## src/cts_consts.svh

```systemverilog
// register offsets, field positions, reset values for the touch scan status block
`ifndef CTS_CONSTS_SVH
`define CTS_CONSTS_SVH
`define CTS_OFF_CTRL 12'h000
`define CTS_OFF_STATUS 12'h004
`define CTS_OFF_IRQ_EN 12'h008
`define CTS_OFF_COUNT 12'h00c
`define CTS_CTRL_SCAN_EN 0
`define CTS_CTRL_CONT 1
`define CTS_CTRL_DMA_EN 2
`define CTS_CTRL_LOWPWR 3
`define CTS_ST_DONE 0
`define CTS_ST_RANGE 1
`define CTS_ST_DMA_BUSY 2
`define CTS_CTRL_RESET 4'h0
`define CTS_IRQ_EN_RESET 2'h0
`define CTS_SCAN_NS 1000
`define CTS_SCAN_CYCLES ((`CTS_SCAN_NS * 40 + 999) / 1000)
`define CTS_AXI_OKAY 2'b00
`define CTS_AXI_SLVERR 2'b10
`endif

```

## src/cts_pkg.sv

```systemverilog
// types shared by the touch scan status block
package cts_pkg;
    typedef enum logic [1:0] {
        CTS_IDLE,
        CTS_SCANNING,
        CTS_WAIT_CLEAR
    } cts_scan_state_e;
    typedef logic [31:0] cts_word_t;
endpackage

```

## src/cts_scan_if.sv

```systemverilog
// interface carrying scan events between the register slave and the sequencer
`timescale 1ns/1ps
interface cts_scan_if;
    logic scan_en;
    logic cont;
    logic done_flag;
    logic scan_done;
    logic [15:0] count;
    modport ctrl (output scan_en, output cont, output done_flag, input scan_done, input count);
    modport seq (input scan_en, input cont, input done_flag, output scan_done, output count);
endinterface

```

## src/cts_scan_seq.sv

```systemverilog
// scan sequencer: times each electrode scan and stalls until the done flag clears
`timescale 1ns/1ps
`include "cts_consts.svh"
module cts_scan_seq (
    // clock and reset
    input wire logic clk_i,
    input wire logic rst_n_i,
    // electrode result
    input wire logic [15:0] sense_count_i,
    // link to control
    cts_scan_if.seq sif
);
    import cts_pkg::*;
    cts_scan_state_e state_reg, state_next;
    logic [7:0] tmr_reg, tmr_next;
    logic [15:0] cnt_reg, cnt_next;
    logic done_next;
    // one-cycle completion pulse, registered so the flag sets from a flip-flop
    logic done_pulse_reg;

    // next-state logic; a new scan only starts once the done flag is clear
    always_comb begin
        state_next = state_reg;
        tmr_next = tmr_reg;
        cnt_next = cnt_reg;
        done_next = 1'b0;
        unique case (state_reg)
            CTS_IDLE: begin
                if (sif.scan_en && !sif.done_flag) begin
                    state_next = CTS_SCANNING;
                    tmr_next = 8'(`CTS_SCAN_CYCLES - 1);
                end
            end
            CTS_SCANNING: begin
                if (tmr_reg == 8'h00) begin
                    cnt_next = sense_count_i;
                    done_next = 1'b1;
                    state_next = CTS_WAIT_CLEAR;
                end else begin
                    tmr_next = tmr_reg - 8'h01;
                end
            end
            CTS_WAIT_CLEAR: begin
                // no self clear even in continuous mode; stall here instead
                if (!sif.done_flag && !done_pulse_reg) begin
                    state_next = sif.cont ? CTS_IDLE : CTS_IDLE;
                end
            end
        endcase
    end

    // registers
    always_ff @(posedge clk_i or negedge rst_n_i) begin
        if (!rst_n_i) begin
            state_reg <= CTS_IDLE;
            tmr_reg <= 8'h00;
            cnt_reg <= 16'h0000;
            done_pulse_reg <= 1'b0;
        end else begin
            state_reg <= state_next;
            tmr_reg <= tmr_next;
            cnt_reg <= cnt_next;
            done_pulse_reg <= done_next;
        end
    end

    assign sif.scan_done = done_pulse_reg;
    assign sif.count = cnt_reg;
endmodule

```

## src/cts_top.sv

```systemverilog
// touch scan status control: axi4-lite registers, done flag, irq, dma clear
//
// Contract
// - scan completion sets the done flag; hardware never clears it itself.
// - continuous scanning waits on the done flag; no autonomous range interrupt.
// - done flag readable for polling; enabled done interrupt raised on completion.
// - dma acknowledge clears the done flag in run mode, not low power.
`timescale 1ns/1ps
`include "cts_consts.svh"
module cts_top (
    // clock and reset
    input wire logic clk_i,
    input wire logic rst_n_i,
    // axi4-lite write address
    input wire logic [11:0] s_axi_awaddr_i,
    input wire logic s_axi_awvalid_i,
    output logic s_axi_awready_o,
    // axi4-lite write data
    input wire logic [31:0] s_axi_wdata_i,
    input wire logic [3:0] s_axi_wstrb_i,
    input wire logic s_axi_wvalid_i,
    output logic s_axi_wready_o,
    // axi4-lite write response
    output logic [1:0] s_axi_bresp_o,
    output logic s_axi_bvalid_o,
    input wire logic s_axi_bready_i,
    // axi4-lite read
    input wire logic [11:0] s_axi_araddr_i,
    input wire logic s_axi_arvalid_i,
    output logic s_axi_arready_o,
    output cts_pkg::cts_word_t s_axi_rdata_o,
    output logic [1:0] s_axi_rresp_o,
    output logic s_axi_rvalid_o,
    input wire logic s_axi_rready_i,
    // sensing front end (pins)
    input wire logic [15:0] sense_count_i,
    input wire logic out_of_range_i,
    // dma
    output logic dma_req_o,
    input wire logic dma_ack_i,
    // interrupt
    output logic irq_o
);
    import cts_pkg::*;

    cts_scan_if sif ();

    // pin synchronisers; first stage feeds only the second
    logic [16:0] pin_s1_reg, pin_s2_reg;
    always_ff @(posedge clk_i or negedge rst_n_i) begin
        if (!rst_n_i) begin
            pin_s1_reg <= 17'h00000;
            pin_s2_reg <= 17'h00000;
        end else begin
            pin_s1_reg <= {out_of_range_i, sense_count_i};
            pin_s2_reg <= pin_s1_reg;
        end
    end

    cts_scan_seq u_seq (
        .clk_i(clk_i),
        .rst_n_i(rst_n_i),
        .sense_count_i(pin_s2_reg[15:0]),
        .sif(sif)
    );

    // state
    logic [3:0] ctrl_reg, ctrl_next;
    logic [1:0] stat_reg, stat_next;
    logic [1:0] irq_en_reg, irq_en_next;
    logic aw_got_reg, aw_got_next;
    logic w_got_reg, w_got_next;
    logic [11:0] awaddr_reg, awaddr_next;
    cts_word_t wdata_reg, wdata_next;
    logic [3:0] wstrb_reg, wstrb_next;
    logic bvalid_reg, bvalid_next;
    logic [1:0] bresp_reg, bresp_next;
    logic rvalid_reg, rvalid_next;
    cts_word_t rdata_reg, rdata_next;
    logic [1:0] rresp_reg, rresp_next;
    logic dma_req_reg, dma_req_next;

    logic wr_fire, lowpwr, range_evt;
    logic sw_clr_done, sw_clr_range, dma_clr;

    assign lowpwr = ctrl_reg[`CTS_CTRL_LOWPWR];
    // the range flag only latches with a completed scan, so continuous
    // scanning cannot raise it while the done flag is still set
    assign range_evt = sif.scan_done & pin_s2_reg[16];
    assign wr_fire = aw_got_reg & w_got_reg & ~bvalid_reg;
    assign sw_clr_done = wr_fire && awaddr_reg == `CTS_OFF_STATUS && wstrb_reg[0]
        && wdata_reg[`CTS_ST_DONE];
    assign sw_clr_range = wr_fire && awaddr_reg == `CTS_OFF_STATUS && wstrb_reg[0]
        && wdata_reg[`CTS_ST_RANGE];
    // dma clearing is gated off in low power mode
    assign dma_clr = dma_req_reg & dma_ack_i & ~lowpwr;

    // write channel and register updates
    always_comb begin
        aw_got_next = aw_got_reg;
        w_got_next = w_got_reg;
        awaddr_next = awaddr_reg;
        wdata_next = wdata_reg;
        wstrb_next = wstrb_reg;
        bvalid_next = bvalid_reg;
        bresp_next = bresp_reg;
        ctrl_next = ctrl_reg;
        irq_en_next = irq_en_reg;
        stat_next = stat_reg;
        dma_req_next = dma_req_reg;
        if (s_axi_awvalid_i && s_axi_awready_o) begin
            aw_got_next = 1'b1;
            awaddr_next = s_axi_awaddr_i;
        end
        if (s_axi_wvalid_i && s_axi_wready_o) begin
            w_got_next = 1'b1;
            wdata_next = s_axi_wdata_i;
            wstrb_next = s_axi_wstrb_i;
        end
        if (wr_fire) begin
            aw_got_next = 1'b0;
            w_got_next = 1'b0;
            bvalid_next = 1'b1;
            bresp_next = `CTS_AXI_OKAY;
            unique case (awaddr_reg)
                `CTS_OFF_CTRL: if (wstrb_reg[0]) ctrl_next = wdata_reg[3:0];
                `CTS_OFF_STATUS: ;
                `CTS_OFF_IRQ_EN: if (wstrb_reg[0]) irq_en_next = wdata_reg[1:0];
                `CTS_OFF_COUNT: ;
                default: bresp_next = `CTS_AXI_SLVERR;
            endcase
        end else if (bvalid_reg && s_axi_bready_i) begin
            bvalid_next = 1'b0;
        end
        // clears first, so a same-cycle completion wins
        if (sw_clr_done || dma_clr) stat_next[`CTS_ST_DONE] = 1'b0;
        if (sw_clr_range) stat_next[`CTS_ST_RANGE] = 1'b0;
        if (sif.scan_done) stat_next[`CTS_ST_DONE] = 1'b1;
        if (range_evt) stat_next[`CTS_ST_RANGE] = 1'b1;
        // dma request per completed scan, dropped when acknowledged
        if (dma_ack_i || lowpwr || !ctrl_reg[`CTS_CTRL_DMA_EN]) dma_req_next = 1'b0;
        if (sif.scan_done && ctrl_reg[`CTS_CTRL_DMA_EN] && !lowpwr) dma_req_next = 1'b1;
    end

    // read channel
    always_comb begin
        rvalid_next = rvalid_reg;
        rdata_next = rdata_reg;
        rresp_next = rresp_reg;
        if (s_axi_arvalid_i && s_axi_arready_o) begin
            rvalid_next = 1'b1;
            rresp_next = `CTS_AXI_OKAY;
            rdata_next = 32'h00000000;
            unique case (s_axi_araddr_i)
                `CTS_OFF_CTRL: rdata_next = {28'h0000000, ctrl_reg};
                `CTS_OFF_STATUS: rdata_next = {29'h00000000, dma_req_reg, stat_reg};
                `CTS_OFF_IRQ_EN: rdata_next = {30'h00000000, irq_en_reg};
                `CTS_OFF_COUNT: rdata_next = {16'h0000, sif.count};
                default: rresp_next = `CTS_AXI_SLVERR;
            endcase
        end else if (rvalid_reg && s_axi_rready_i) begin
            rvalid_next = 1'b0;
        end
    end

    // registers
    always_ff @(posedge clk_i or negedge rst_n_i) begin
        if (!rst_n_i) begin
            aw_got_reg <= 1'b0;
            w_got_reg <= 1'b0;
            awaddr_reg <= 12'h000;
            wdata_reg <= 32'h00000000;
            wstrb_reg <= 4'h0;
            bvalid_reg <= 1'b0;
            bresp_reg <= 2'h0;
            ctrl_reg <= `CTS_CTRL_RESET;
            irq_en_reg <= `CTS_IRQ_EN_RESET;
            stat_reg <= 2'h0;
            dma_req_reg <= 1'b0;
            rvalid_reg <= 1'b0;
            rdata_reg <= 32'h00000000;
            rresp_reg <= 2'h0;
        end else begin
            aw_got_reg <= aw_got_next;
            w_got_reg <= w_got_next;
            awaddr_reg <= awaddr_next;
            wdata_reg <= wdata_next;
            wstrb_reg <= wstrb_next;
            bvalid_reg <= bvalid_next;
            bresp_reg <= bresp_next;
            ctrl_reg <= ctrl_next;
            irq_en_reg <= irq_en_next;
            stat_reg <= stat_next;
            dma_req_reg <= dma_req_next;
            rvalid_reg <= rvalid_next;
            rdata_reg <= rdata_next;
            rresp_reg <= rresp_next;
        end
    end

    // continuous mode rescans only after the flag clears: no self-clear
    assign sif.scan_en = ctrl_reg[`CTS_CTRL_SCAN_EN];
    assign sif.cont = ctrl_reg[`CTS_CTRL_CONT];
    assign sif.done_flag = stat_reg[`CTS_ST_DONE];

    assign s_axi_awready_o = ~aw_got_reg & ~bvalid_reg;
    assign s_axi_wready_o = ~w_got_reg & ~bvalid_reg;
    assign s_axi_bvalid_o = bvalid_reg;
    assign s_axi_bresp_o = bresp_reg;
    assign s_axi_arready_o = ~rvalid_reg;
    assign s_axi_rvalid_o = rvalid_reg;
    assign s_axi_rdata_o = rdata_reg;
    assign s_axi_rresp_o = rresp_reg;
    assign dma_req_o = dma_req_reg;
    // level interrupt from masked sticky flags
    assign irq_o = |(stat_reg & irq_en_reg);
endmodule

```

## config.mk

```make
export PLATFORM = sky130hd
export DESIGN_NAME = cts_top
export DESIGN_NICKNAME = d
export VERILOG_FILES = /design/src/cts_pkg.sv /design/src/cts_scan_if.sv /design/src/cts_scan_seq.sv /design/src/cts_top.sv
export VERILOG_INCLUDE_DIRS = /design/src
export SDC_FILE = /design/constraint.sdc
export NUM_CORES = 1
export LEC_CHECK = 0
export ABC_AREA = 1
export BUFFER_PORTS_ARGS = -buffer_cell sky130_fd_sc_hd__buf_2
export CAP_MARGIN = 20
export CORE_ASPECT_RATIO = 0.9
export CORE_MARGIN = 2
export CORE_UTILIZATION = 40
export CTS_BUF_LIST = sky130_fd_sc_hd__clkbuf_8
export DETAILED_ROUTE_END_ITERATION = 8
export HOLD_SLACK_MARGIN = 0.03
export PLACE_DENSITY = 0.69
export SLEW_MARGIN = 20
export SYNTH_ARGS = -nofsm -noshare
export SYNTH_HDL_FRONTEND = slang
export SYNTH_HIERARCHICAL = 1
export SYNTH_SLANG_ARGS = --single-unit
export TNS_END_PERCENT = 5
```

## constraint.sdc

```tcl
create_clock -name clk_i -period 3.2 [get_ports clk_i]
set_input_delay 0.8 -clock clk_i [delete_from_list [all_inputs] [get_ports clk_i]]
set_output_delay 0.8 -clock clk_i [all_outputs]
set_load 0.005 [all_outputs]
```

==> results by group <==
Outcome
  • Outcome: finished clean

STA
  • Slew HR: 0.4923
  • RSZ-0062 raised after global routing: false
  • Hold slack: 0.3582 ns
  • Min Tclk post-route: 1.963 ns
  • Highest clock rate: 509.3 MHz
  • Slew Limit Fails: 0
  • Slew @ Worst Pin: 0.7616 ns
  • Post-Route Skew: 0.01159 ns
  • Hold Vio Cnt, Final: 0
  • Final setup violation count: 0
  • Setup WS post-layout: 1.237 ns
  • Setup TNS: 0 ns
  • Final Cycle Share: 0.6135

Route
  • Post-route antenna net violation count: 0
  • 1st-pass router iterations: 5
  • DR WL/cell: 11.60 um
  • Via-to-Cell Ratio: 4.460
  • Drc violations: 0
  • Total Routed Length: 7970 um
  • Via Count: 3,064
  • Initial drt markers: 183

Synth
  • Post-synthesis sequential area ratio: 0.6019
  • Distinct cells, synth: 31
  • Cells after Synth: 449
  • Syn Area/Cell: 10.09 um^2
  • FF+latch count, synth: 109
  • Yosys top cell by area: dfrtp_1
  • Post-synth top area share: 0.6019
  • Yosys warnings: 6
  • Main area contributors after synthesis: dfrtp_1 60%, nand2_1 11%, buf_4 3.3%
  • Mapped cell area: 4532 um^2

Die
  • I/O pin count: 128
  • Die width: 116.2 um
  • Core area: 10,950 um^2
  • Initial Util: 0.4140
  • Die area: 12,200 um^2
  • Die Y: 105.0 um
  • Row Count: 36

Critical path
  • Crit Path Max Fanout: 4
  • Setup CP Type: reg -> out
  • Number of buffers and inverters on the critical path: 2
  • CP Capture Type: primary output
  • Critical path startpoint category: flop
  • Critical Path RT: 2.40 ns
  • Crit-path slowest cell: dfrtp_1
  • Crit-path cells: inv_1, o21ai_0, buf_2
  • Crit path DAT: 1.16 ns
  • Largest delay share family, worst path: flip-flops
  • Largest stage delay, worst path: 0.41 ns

Clock tree
  • # H-tree levels: 3
  • Cts hold-fix bufs: 0
  • Clock Path Buffers: 2
  • Clock slew at reported path FFs: 0.10 ns
  • TritonCTS Sinks: 109
  • Clk root buf: clkbuf_8
  • Insertion delay of the later-clocked pin in the worst-skew pair: 0.37 ns
  • CTS tree: done
  • Post-CTS Resized: 0
  • Setup bufs post-CTS: 0
  • Num CTS Buffers: 9

Final layout
  • Area Growth Syn to Fin: 14.36%
  • Final cell utilization of the core: 0.4735
  • Final Instance Count excl. Fillers: 687
  • Fin nets: 620
  • Post-Layout Inst Area: 5182 um^2
  • Antenna Cells: 0
  • Most common cell after layout, fill and taps aside: nand2_1
  • Most frequent cells in the layout: 131 x nand2_1, 109 x dfrtp_1, 77 x buf_2
  • Share of layout cells above drive strength 1: 0.2617

Flow run
  • Max_cap viols: 0

Global route
  • Vias in the first global route: 3,057
  • Initial antenna violation count: 1
  • First-pass GRT wire length: 13,660 um
  • GRT overflow: 0
  • Largest net degree at the start of global routing: 65
  • Gr usage total: 0.1421

Power
  • Total chip power: 3.733 mW
  • LEAKAGE: 2.684 nW
  • Maximum vdd drop: 0.0003196 V
  • Pwr Density: 720.3 nW/um^2

Hold path
  • Worst min path class: reg -> reg

Place
  • I/O Buffers: 78
  • DP HPWL: 5925 um
  • Final GP Congestion: 0.7716
  • Placed cell count: 671
  • Pre-CTS WS: 1.207 ns
  • Placed Area: 4977 um^2
-- layout make-up --
class | count | area (um^2)
clock inverters | 7 | 81.33
well taps | 152 | 190.2
clock buffers | 9 | 123.9
inverters | 34 | 130.1
multi-input cells | 296 | 1521
fillers | 999 | 5763
repair buffers | 80 | 407.9
flip-flops and latches | 109 | 2728
-- Yosys cell counts --
| library cell | number |
|---|---|
| nor2_4 | 5 |
| and3_2 | 1 |
| inv_1 | 32 |
| nand2_1 | 131 |
| nor3_1 | 2 |
| conb_1 | 1 |
| ha_1 | 5 |
| nor3_2 | 1 |
| o21ai_1 | 9 |
| nand4_1 | 1 |
| a31oi_1 | 1 |
| nand3_1 | 23 |
| mux2_4 | 8 |
| nand2_4 | 3 |
| buf_2 | 2 |
| o21ai_2 | 9 |
| inv_2 | 1 |
| or2_4 | 1 |
| inv_4 | 1 |
| o21a_1 | 1 |
| mux2_2 | 4 |
| nand3_2 | 2 |
| xor2_1 | 2 |
| a21oi_1 | 12 |
| nor2_2 | 3 |
| buf_6 | 5 |
| nand2_2 | 5 |
| buf_4 | 20 |
| o21ai_0 | 14 |
| dfrtp_1 | 109 |
| nor2_1 | 35 |
-- final timing paths --
kind                                    start  slack (ns)                 end  cells after the start
max                               stat_reg[0]        1.24               irq_o                      3
min in group asynchronous             rst_n_i        0.48      s_axi_rvalid_o                      1
min reg2reg                     pin_s1_reg[2]        0.36       pin_s2_reg[2]                      0
max reg2reg                u_seq/state_reg[1]        1.38    u_seq/tmr_reg[1]                      8
min                             pin_s1_reg[2]        0.36       pin_s2_reg[2]                      0
max in group asynchronous             rst_n_i        1.90  u_seq/sif.count[3]                      2
-- power breakdown --
group	internal (mW)	switching (mW)	leakage (nW)
Sequential	1.68	0.215	1.35
Clock	0.320	0.516	0.105
Combinational	0.420	0.584	1.23
Total	2.42	1.32	2.68
-- metal layers --
| layer | part of all wire | track usage | vias to the layer above |
|---|---|---|---|
| met5 | 0.0016 | 0 | - |
| met4 | 0.0055 | 0.04592 | 2 |
| met3 | 0.050 | 0.03712 | 6 |
| met2 | 0.49 | 0.2364 | 77 |
| met1 | 0.45 | 0.1801 | 1444 |
| li1 | - | - | 1535 |
-- worst reg2reg max path, stage by stage, from the launching register on --
cell     delay (ns)
dfrtp_1        0.42
inv_1          0.09
ha_1           0.34
inv_1          0.18
a21oi_1        0.27
nand2_4        0.15
inv_1          0.18
nand2_1        0.07
nand2_1        0.06
-- logic make-up (layout without fill, tap and decap cells) --
family | Yosys count | in the layout | share of synthesized area
xor gates and xnor gates | 2 | 2 | 0.003866
and+or+nand+nor | 213 | 213 | 0.2076
adders and majority gates | 5 | 5 | 0.01380
buffers and inverters | 61 | 130 | 0.07648
other | 1 | 18 | 0.0008275
muxes | 12 | 12 | 0.03644
DFF | 109 | 109 | 0.6019
AOI/OAI and AO/OA | 46 | 46 | 0.05909
(Power assumes the default switching activity.)
